**config.mk**
```make
export PLATFORM = sky130hd
export DESIGN_NAME = dmaba_top
export DESIGN_NICKNAME = d
export VERILOG_FILES = /design/src/dmaba_pkg.sv /design/src/dmaba_top.sv
export SDC_FILE = /design/constraint.sdc
export NUM_CORES = 1
export LEC_CHECK = 0
export ABC_AREA = 0
export BUFFER_PORTS_ARGS = -buffer_cell sky130_fd_sc_hd__clkbuf_2
export CAP_MARGIN = 20
export CORE_ASPECT_RATIO = 1.1
export CORE_UTILIZATION = 42
export CTS_BUF_LIST = sky130_fd_sc_hd__clkbuf_16
export DETAILED_ROUTE_END_ITERATION = 8
export PLACE_DENSITY = 0.76
export SETUP_SLACK_MARGIN = 0.3
export SLEW_MARGIN = 20
export SYNTH_ARGS = -nofsm -noshare
export SYNTH_HDL_FRONTEND = slang
export SYNTH_SLANG_ARGS = --single-unit
```
**constraint.sdc**
```tcl
create_clock -name mclk_in -period 1.3 [get_ports mclk_in]
set_input_delay 0.065 -clock mclk_in [delete_from_list [all_inputs] [get_ports mclk_in]]
set_output_delay 0.065 -clock mclk_in [all_outputs]
set_load 0.01 [all_outputs]
```
**src/dmaba_pkg.sv**
```systemverilog
// Purpose: shared constants and carriers for the dma bus acquisition block
// Assumes: 32-bit avalon-mm register port, one clock at 20 MHz
// Notes: byte addresses are word aligned
package dmaba_pkg;
    localparam int CLK_MHZ = 20;
    // register byte offsets
    localparam logic [3:0] OFS_CTRL = 4'h0;
    localparam logic [3:0] OFS_STATUS = 4'h4;
    localparam logic [3:0] OFS_EPCOUNT = 4'h8;
    // control register fields
    localparam int CTRL_CMD_BIT = 0;
    localparam int CTRL_DIR_BIT = 1;
    localparam int CTRL_START_BIT = 2;
    localparam int CTRL_STOP_BIT = 3;
    // status register fields
    localparam int ST_PWR_BIT = 0;
    localparam int ST_WREN_BIT = 1;
    localparam int ST_IDLE_BIT = 2;
    localparam int ST_HOLD_BIT = 3;
    localparam int ST_TAKE_BIT = 4;
    localparam int ST_WANT_BIT = 5;
    localparam int ST_GRANT_BIT = 6;
    localparam int ST_SYNCD_BIT = 7;
    // reset values
    localparam logic RST_POWER_ON_ENABLE_FLAG = 1'b0;
    localparam logic RST_IDLE = 1'b1;
    localparam logic RST_WAITREQ = 1'b1;
    localparam logic [31:0] RST_RDATA = 32'h0000_0000;
    // typical episode shape, for reference by software
    localparam int EPISODE_US = 20;
    localparam int EPISODE_BYTES = 12;
    localparam int EPISODE_GAP_US = 370;
    localparam int EPISODE_CYCLES = EPISODE_US * CLK_MHZ;
    localparam int GAP_CYCLES = EPISODE_GAP_US * CLK_MHZ;
    localparam int EPCNT_W = 8;

    typedef struct packed {
        logic read;
        logic write;
        logic [3:0] address;
        logic [31:0] writedata;
    } dmaba_avm_req_t;

    typedef struct packed {
        logic phold_n;
        logic phlda;
    } dmaba_bus_in_t;
endpackage : dmaba_pkg

```
**src/dmaba_top.sv**
```systemverilog
// Purpose: dma bus acquisition front end: request sync, hold, takeover, psync
// Assumes: mclk_in is bus clock phase two; nrst_in is the power-on clear
// Notes: phase-two trailing-edge stages are modelled on the rising edge
//
// The implementer's own choices: the register addresses and the Avalon-MM slave port.
`timescale 1ns/1ns
`default_nettype none
module dmaba_top (
    input wire logic mclk_in,
    input wire logic nrst_in,
    input wire dmaba_pkg::dmaba_avm_req_t avm_req_in,
    output logic avm_waitrequest_out,
    output logic [31:0] avm_readdata_out,
    input wire dmaba_pkg::dmaba_bus_in_t bus_in,
    input wire logic formatter_request_pulse_n_in,
    input wire logic episode_end_in,
    input wire logic byte_done_in,
    input wire logic transfer_done_in,
    output logic phold_out,
    output logic phold_oe_out,
    output logic psync_out,
    output logic psync_oe_out,
    output logic bus_takeover_out,
    output logic cpu_drivers_release_out,
    output logic hold_to_formatter_out,
    output logic priority_out,
    output logic io_strobe_enable_out,
    output logic disk_write_enable_out,
    output logic transfer_idle_out
);
    import dmaba_pkg::*;

    logic waitreq_ff;
    logic [31:0] rdata_ff;
    logic power_on_enable_ff;
    logic write_enable_ff;
    logic transfer_idle_ff;
    logic bus_want_ff;
    logic request_synced_ff;
    logic grant_sampled_ff;
    logic hold_ff;
    logic bus_takeover_ff;
    logic sync_done_ff;
    logic sync_pulse_ff;
    logic end_latch_ff;
    logic priority_ff;
    logic io_en_ff;
    logic [EPCNT_W-1:0] ep_bytes_ff;
    logic [EPCNT_W-1:0] last_ep_bytes_ff;
    logic hold_d_ff;

    logic bus_free;
    logic acc;
    logic wr_take;
    logic cmd_strobe;
    logic start_cmd;
    logic stop_cmd;
    logic nxt_hold;
    logic [31:0] nxt_rdata;

    // one wait state: request seen with waitrequest high, answered next cycle
    assign acc = avm_req_in.read | avm_req_in.write;
    assign wr_take = avm_req_in.write & ~waitreq_ff;
    assign cmd_strobe = wr_take & (avm_req_in.address == OFS_CTRL)
        & avm_req_in.writedata[CTRL_CMD_BIT];
    assign start_cmd = cmd_strobe & avm_req_in.writedata[CTRL_START_BIT];
    assign stop_cmd = cmd_strobe & avm_req_in.writedata[CTRL_STOP_BIT];

    // bus free: nobody holds the grant and nobody pulls the hold line
    assign bus_free = ~grant_sampled_ff & bus_in.phold_n;

    always_ff @(posedge mclk_in or negedge nrst_in) begin
        if (!nrst_in) begin
            waitreq_ff <= RST_WAITREQ;
        end else begin
            waitreq_ff <= ~(acc & waitreq_ff);
        end
    end

    always_comb begin
        nxt_rdata = 32'h0000_0000;
        unique case (avm_req_in.address)
            OFS_STATUS: begin
                nxt_rdata[ST_PWR_BIT] = power_on_enable_ff;
                nxt_rdata[ST_WREN_BIT] = write_enable_ff;
                nxt_rdata[ST_IDLE_BIT] = transfer_idle_ff;
                nxt_rdata[ST_HOLD_BIT] = hold_ff;
                nxt_rdata[ST_TAKE_BIT] = bus_takeover_ff;
                nxt_rdata[ST_WANT_BIT] = bus_want_ff;
                nxt_rdata[ST_GRANT_BIT] = grant_sampled_ff;
                nxt_rdata[ST_SYNCD_BIT] = sync_done_ff;
            end
            OFS_EPCOUNT: begin
                nxt_rdata[EPCNT_W-1:0] = last_ep_bytes_ff;
            end
            default: begin
                nxt_rdata = 32'h0000_0000;
            end
        endcase
    end

    always_ff @(posedge mclk_in or negedge nrst_in) begin
        if (!nrst_in) begin
            rdata_ff <= RST_RDATA;
        end else if (avm_req_in.read & waitreq_ff) begin
            rdata_ff <= nxt_rdata;
        end
    end

    // power enable: only the command strobe re-arms after power-on clear
    always_ff @(posedge mclk_in or negedge nrst_in) begin
        if (!nrst_in) begin
            power_on_enable_ff <= RST_POWER_ON_ENABLE_FLAG;
        end else if (cmd_strobe) begin
            power_on_enable_ff <= 1'b1;
        end
    end

    // transfer state; disabled power enable forces idle and overrides everything except a start command
    always_ff @(posedge mclk_in or negedge nrst_in) begin
        if (!nrst_in) begin
            transfer_idle_ff <= RST_IDLE;
            write_enable_ff <= 1'b0;
        end else if (!power_on_enable_ff) begin
            transfer_idle_ff <= 1'b1;
            write_enable_ff <= 1'b0;
            if (start_cmd) begin
                transfer_idle_ff <= 1'b0;
                write_enable_ff <= avm_req_in.writedata[CTRL_DIR_BIT];
            end
        end else if (stop_cmd | transfer_done_in) begin
            transfer_idle_ff <= 1'b1;
            write_enable_ff <= 1'b0;
        end else if (start_cmd) begin
            transfer_idle_ff <= 1'b0;
            write_enable_ff <= avm_req_in.writedata[CTRL_DIR_BIT];
        end
    end

    // bus-want latch: set by formatter pulse, cleared by end of episode
    always_ff @(posedge mclk_in or negedge nrst_in) begin
        if (!nrst_in) begin
            bus_want_ff <= 1'b0;
        end else if (!power_on_enable_ff | transfer_idle_ff) begin
            bus_want_ff <= 1'b0;
        end else if (!formatter_request_pulse_n_in) begin
            bus_want_ff <= 1'b1;
        end else if (end_latch_ff) begin
            bus_want_ff <= 1'b0;
        end
    end

    always_ff @(posedge mclk_in or negedge nrst_in) begin
        if (!nrst_in) begin
            request_synced_ff <= 1'b0;
            grant_sampled_ff <= 1'b0;
        end else begin
            request_synced_ff <= bus_want_ff;
            grant_sampled_ff <= bus_in.phlda;
        end
    end

    // jk hold: j = bus free and synced request, k = synced request low
    always_comb begin
        nxt_hold = hold_ff;
        if (bus_free & request_synced_ff) begin
            nxt_hold = 1'b1;
        end else if (!request_synced_ff) begin
            nxt_hold = 1'b0;
        end
    end

    // no priority input: once held, a foreign hold never drops ours
    always_ff @(posedge mclk_in or negedge nrst_in) begin
        if (!nrst_in) begin
            hold_ff <= 1'b0;
        end else begin
            hold_ff <= nxt_hold;
        end
    end

    always_ff @(posedge mclk_in or negedge nrst_in) begin
        if (!nrst_in) begin
            bus_takeover_ff <= 1'b0;
        end else begin
            bus_takeover_ff <= hold_ff & grant_sampled_ff;
        end
    end

    // sync pulse lasts one period and ends itself; sync-done, set by it, holds until byte done or until takeover drops
    always_ff @(posedge mclk_in or negedge nrst_in) begin
        if (!nrst_in) begin
            sync_pulse_ff <= 1'b0;
        end else begin
            sync_pulse_ff <= bus_takeover_ff & ~sync_done_ff & bus_want_ff
                & ~sync_pulse_ff;
        end
    end

    always_ff @(posedge mclk_in or negedge nrst_in) begin
        if (!nrst_in) begin
            sync_done_ff <= 1'b0;
        end else if (!bus_takeover_ff) begin
            sync_done_ff <= 1'b0;
        end else if (sync_pulse_ff) begin
            sync_done_ff <= 1'b1;
        end else if (byte_done_in) begin
            sync_done_ff <= 1'b0;
        end
    end

    always_ff @(posedge mclk_in or negedge nrst_in) begin
        if (!nrst_in) begin
            end_latch_ff <= 1'b0;
        end else if (!hold_ff) begin
            end_latch_ff <= 1'b0;
        end else if (episode_end_in) begin
            end_latch_ff <= 1'b1;
        end
    end

    // bytes per episode, latched when the episode closes
    always_ff @(posedge mclk_in or negedge nrst_in) begin
        if (!nrst_in) begin
            ep_bytes_ff <= '0;
            last_ep_bytes_ff <= '0;
            hold_d_ff <= 1'b0;
        end else begin
            hold_d_ff <= hold_ff;
            if (hold_d_ff & ~hold_ff) begin
                last_ep_bytes_ff <= ep_bytes_ff;
                ep_bytes_ff <= '0;
            end else if (sync_pulse_ff & ~(&ep_bytes_ff)) begin
                ep_bytes_ff <= ep_bytes_ff + 1'b1;
            end
        end
    end

    // registered look-ahead copies keep every output except the tied-low phold_out straight from a flop
    always_ff @(posedge mclk_in or negedge nrst_in) begin
        if (!nrst_in) begin
            priority_ff <= 1'b0;
            io_en_ff <= 1'b1;
        end else begin
            priority_ff <= ~bus_in.phlda & bus_in.phold_n & ~bus_want_ff;
            io_en_ff <= ~bus_in.phlda;
        end
    end

    assign avm_waitrequest_out = waitreq_ff;
    assign avm_readdata_out = rdata_ff;
    assign phold_out = 1'b0;
    assign phold_oe_out = hold_ff;
    assign psync_out = sync_pulse_ff;
    assign psync_oe_out = bus_takeover_ff;
    assign bus_takeover_out = bus_takeover_ff;
    assign cpu_drivers_release_out = bus_takeover_ff;
    assign hold_to_formatter_out = hold_ff;
    assign priority_out = priority_ff;
    assign io_strobe_enable_out = io_en_ff;
    assign disk_write_enable_out = write_enable_ff;
    assign transfer_idle_out = transfer_idle_ff;
endmodule : dmaba_top
`default_nettype wire

```
== Word level (Yosys, flattened, before mapping) ==
Cells that the tools add are included.

* Register bits: 39
* Latch bits: 0
* Bits in writable memories: 0
* ROM bits: 0
* Bits of input ports: 46
* Output and inout port bits: 44
* Word-level logic and storage cells: 80
* Memories kept: 0

* Add/sub/neg operators: 1
* $mul: 0
* Divide/modulo/power cells: 0
* Order comparisons: 0
* Eq/ne operators: 7
* Shift operators: 0
* Multiplexer cells: 21
* Bitwise operators: 29
* Reduce and logical (&&, ||, !) cells: 4

{| class="wikitable"
|+ Operators by type and width
! operator !! count
|-
| 2-to-1 mux 1 bit || 18
|-
| bitwise AND 1 bit || 17
|-
| 2-to-1 mux 8 bit || 2
|-
| one-hot mux 8 bit (2 select lines) || 1
|-
| NOT 1 bit || 9
|-
| adder 8 x 1 -> 8 bit (second input constant) || 1
|-
| AND reduction 8 bit || 1
|-
| inequality test 3 x 1 -> 1 bit (second input constant) || 2
|-
| equality test 4 x 3 -> 1 bit (second input constant) || 1
|-
| equality test 4 bit (second input constant) || 1
|-
| logical NOT 4 bit || 1
|-
| inequality test 3 x 2 -> 1 bit (second input constant) || 1
|-
| OR 1 bit || 3
|-
| inequality test 2 x 1 -> 1 bit (second input constant) || 1
|-
| inequality test 2 bit (second input constant) || 1
|-
| nonzero test 2 bit || 1
|-
| logical NOT 1 bit || 1
|}

== Longest topological paths before layout ==
* Depth after elaboration: 8
* Depth in mapped cells: 5
* Gate-level depth less buffers: 4

== Least setup slack after synthesis ==
OpenSTA, ideal clock, no wires.

* Kind: register to register
* From: reg ep_bytes_ff[0]
* To: reg ep_bytes_ff[0]
* Library setup time: 79 ps
* Arrival time: 1,247 ps
* Data required time: 1,221 ps
* Setup slack: -26 ps
* Cell stages (with the launch flop): 5
* Buffers on the path: 0
* Path through: dfrtp_1 > ha_1 > and2_1 > a31oi_2 > mux2i_1

* Cells in the longest elaborated chain, start to end: 4
* Elaborated cells on any way between the ends: 7
* Classes of those cells: add/sub (1); mux (2); bitwise (2); reduce/logical (2)

{| class="wikitable"
|+ RTL lines
! element !! RTL line !! source
|-
| start, declared || dmaba_top.sv:48 || <nowiki>logic [EPCNT_W-1:0] ep_bytes_ff;</nowiki>
|-
| start signal, assigned || dmaba_top.sv:234 || <nowiki>ep_bytes_ff <= ep_bytes_ff + 1'b1;</nowiki>
|-
| branches (longest 4 deep; another with adder 8 x 1 -> 8 bit) || - ||
|}

Several ways; the timed one is not identified. The select of a mux whose other input is x is not followed.
A chain may end at the register's enable or synchronous reset.

== Worst setup path in the final report ==
* From: reg ep_bytes_ff[1]
* To: reg ep_bytes_ff[6]

Same word-level chain as after synthesis.

==> results.cfg <==
[status]
status = finished with violations
violations = setup timing

[floorplanning]
die_x_um = 66.4
die_y_um = 72.8
io_pins = 90
die-area_mm2 = 0.00484
coreArea_mm2 = 0.00435
initial_utilization_pct = 44.1
std_cell_rows = 25

[timing]
max_freq_mhz = 754
hold_violations = 0
final.setup_skew_ns = 0.00371
setup_viol = 1
finalSetupTns_ns = -0.0260
rsz0062_at_grt = yes
period_share_pct = 102
layout_min_cycle_time_ns = 1.33
maxSlewViolCount = 0
final.setup.worst_slack_ns = -0.0260

[place]
hpwl_um = 2730
dp_cells = 281
pre_cts_slack_ns = -0.0451
port-buffer-count = 36
gp_congestion = 0.859

[critical_path]
reg2reg_slack_ns = -0.03
rr_worst_depth = 4
worstSetupPathType = reg -> reg
cp-start-kind = register
crit_arrival_ns = 1.53
critPathRequiredTime_ns = 1.50
worstSetupEndpointType = register
path_max_fanout = 4

[layout]
fin_cells = 302
fin_util_pct = 58.9
area_growth_syn_to_layout_pct = 33.7
drive_gt1_share_pct = 35.9
layout.nets = 294
n_antenna_cell = 0
fill_cells = 379

[hold_path]
min_path_cells = 2
hold_class = in -> reg

[cts]
tritoncts = built
clockBufferDepth = 2
clk_latency_ns = 0.28
htree_levels = 2
clk_pin_slew_worst_paths_ns = 0.06
cts-root-buf = clkbuf_16
cts_made_buffers = 5
clock-sinks = 39

[power_and_ir_drop]
ir_drop_mv = 0.596
leakagePower_uw = 0.00125
power_uw = 2850
pwr-share-clk_pct = 48.1
power_switching_uw = 624
pwr-share-comb_pct = 7.9
p_seq_share_pct = 44.0
p_int_uw = 2220
swShare_pct = 21.9
power_density_mw_per_mm2 = 1110

[grt]
grt_max_degree = 24
gr-total-overflow = 0
first_global_vias = 1357
track_usage_pct = 18.2
antenna_found_initial = 0
grt_pass1_wl_um = 6480

[synth]
synth_cells = 188
yosys_warnings = 0
synth_top_area_share_pct = 47.0
syn_area_mm2 = 0.00192
ys_seq_elements = 39
syn-mean-instance-area_um2 = 10.2
synth_top_area_cell = dfrtp_1
synth_seq_area_share_pct = 51.1
synth_cell_types = 40
synth_area_leaders = dfrtp_1 47%, buf_4 11%, nand2_1 7.6%, dfstp_2 4.1%, a22oi_1 3.1%

[detailed_routing]
drc = 0
drt-wirelength-per-cell_um = 14.0
drt-total-wl_um = 4210
drt-initial-drc-count = 107
post_drt_via_cell_ratio = 4.94
ant_nets = 0
firstDrtPassIters = 4
vias = 1493

[flow_run]
maxCapViolations = 0
-- worst paths after layout --
check | start | endpoint
worst max-delay path | ep_bytes_ff[1]$_DFFE_PN0P_ | ep_bytes_ff[6]$_DFFE_PN0P_
worst min-delay path | avm_req_in[1] | disk_write_enable_out$_DFFE_PN0P_
worst max register to register | ep_bytes_ff[1]$_DFFE_PN0P_ | ep_bytes_ff[6]$_DFFE_PN0P_
worst min register to register | hold_to_formatter_out$_DFFE_PN0P_ | hold_d_ff$_DFF_PN0_
max in group asynchronous | nrst_in | avm_waitrequest_out$_DFF_PN1_
min in group asynchronous | nrst_in | ep_bytes_ff[4]$_DFFE_PN0P_
-- critical path, cell delays in order, from the launching register on --
cell and delay (ns):
dfrtp_1 0.39, ha_4 0.18, nand4_4 0.12, or4_1 0.44
o21ai_1 0.11
-- synth_stat cells, drive strengths merged --
cell,instances
mux2i,3
and3b,1
nor3b,1
a21boi,1
and4,2
a211oi,4
and3,1
nand4,2
nor3,4
a31oi,2
nor2b,2
clkbuf,2
ha,1
a21oi,5
dfrtp,36
and4bb,1
nor4b,2
nand2,39
nand3,2
inv,4
or4,1
and2,3
and4b,1
buf,31
o21a,2
nand2b,4
a22oi,8
a41o,1
conb,1
or2,2
dfstp,3
a32oi,1
nand3b,1
o21ai,14
-- repair_timing --
| action | in CTS | in global routing |
|---|---|---|
| endpoints found under the hold margin | 20 | 0 |
| buffers inserted | 4 | 2 |
| resized for setup | 10 | 24 |
| cloned | 0 | 1 |
| pin swaps | 1 | 3 |
| endpoints found under the setup margin | 27 | 29 |
| hold buffers | 6 | 0 |
-- layer usage --
metal / vias to the layer above / part of all wire, % / GRT usage [%]
met5: - / 0 / 0
met4: 0 / 2.2 / 7.57
met3: 10 / 5.3 / 5.63
met2: 53 / 50 / 28.3
met1: 715 / 42 / 23.3
li1: 715 / - / -
-- area by class of cell --
class | count | area [um^2] | share of cell area [%]
multi-input cells | 137 | 891 | 34.8
clock buffers | 5 | 125 | 4.89
clock inverters | 3 | 38.8 | 1.51
repair buffers | 60 | 439 | 17.1
inverters | 4 | 15.0 | 0.586
well taps | 54 | 67.6 | 2.64
flip-flops and latches | 39 | 985 | 38.4
-- layout by cell type, fill, tap and decap left out, types with 2 or more instances in the layout --
cell type / instances
o21a_1: 2
dfstp_2: 3
a211oi_1: 2
mux2i_1: 3
o21ai_1: 11
nor3_2: 2
conb_1: 25
inv_1: 4
nand2b_1: 3
dfrtp_2: 4
nand3_1: 2
nor4b_4: 2
clkbuf_16: 5
o21ai_0: 2
dfrtp_1: 32
clkbuf_2: 31
nor3_1: 2
dlygate4sd3_1: 6
and2_4: 2
a22oi_1: 8
buf_4: 11
a21oi_1: 4
nand2_1: 37
buf_6: 9
-- metrics by stage --
stage | hold WS (ns) | cell area [um^2]
floorplan | -0.231 | 2080
global placement | 0.0309 | 2170
detailed placement | 0.0411 | 2170
CTS | 0.0255 | 2460
global route | 0.0577 | 2560
finish | 0.0444 | 2560
-- power groups by stage --
stage               logic (uW)  registers (uW)  clock network [uW]
finish                     224            1250                1370
global route               248            1260                1430
CTS                        197            1250                1380
detailed placement         174            1270                   0
global placement           170            1270                   0
floorplan                  136            1280                   0
-- cell families (layout without fill, tap and decap cells) --
logic type | after synthesis | in the layout | synth area share [%]
AO/OA/AOI/OAI | 38 | 38 | 13.1
adder cells (fa/ha/maj) | 1 | 1 | 0.653
buffers and inverters | 37 | 72 | 13.1
flip-flops | 39 | 39 | 51.1
multiplexers | 3 | 3 | 1.57
other | 1 | 25 | 0.196
AND/OR/NAND/NOR | 69 | 70 | 20.3
(Power assumes the default switching activity.)
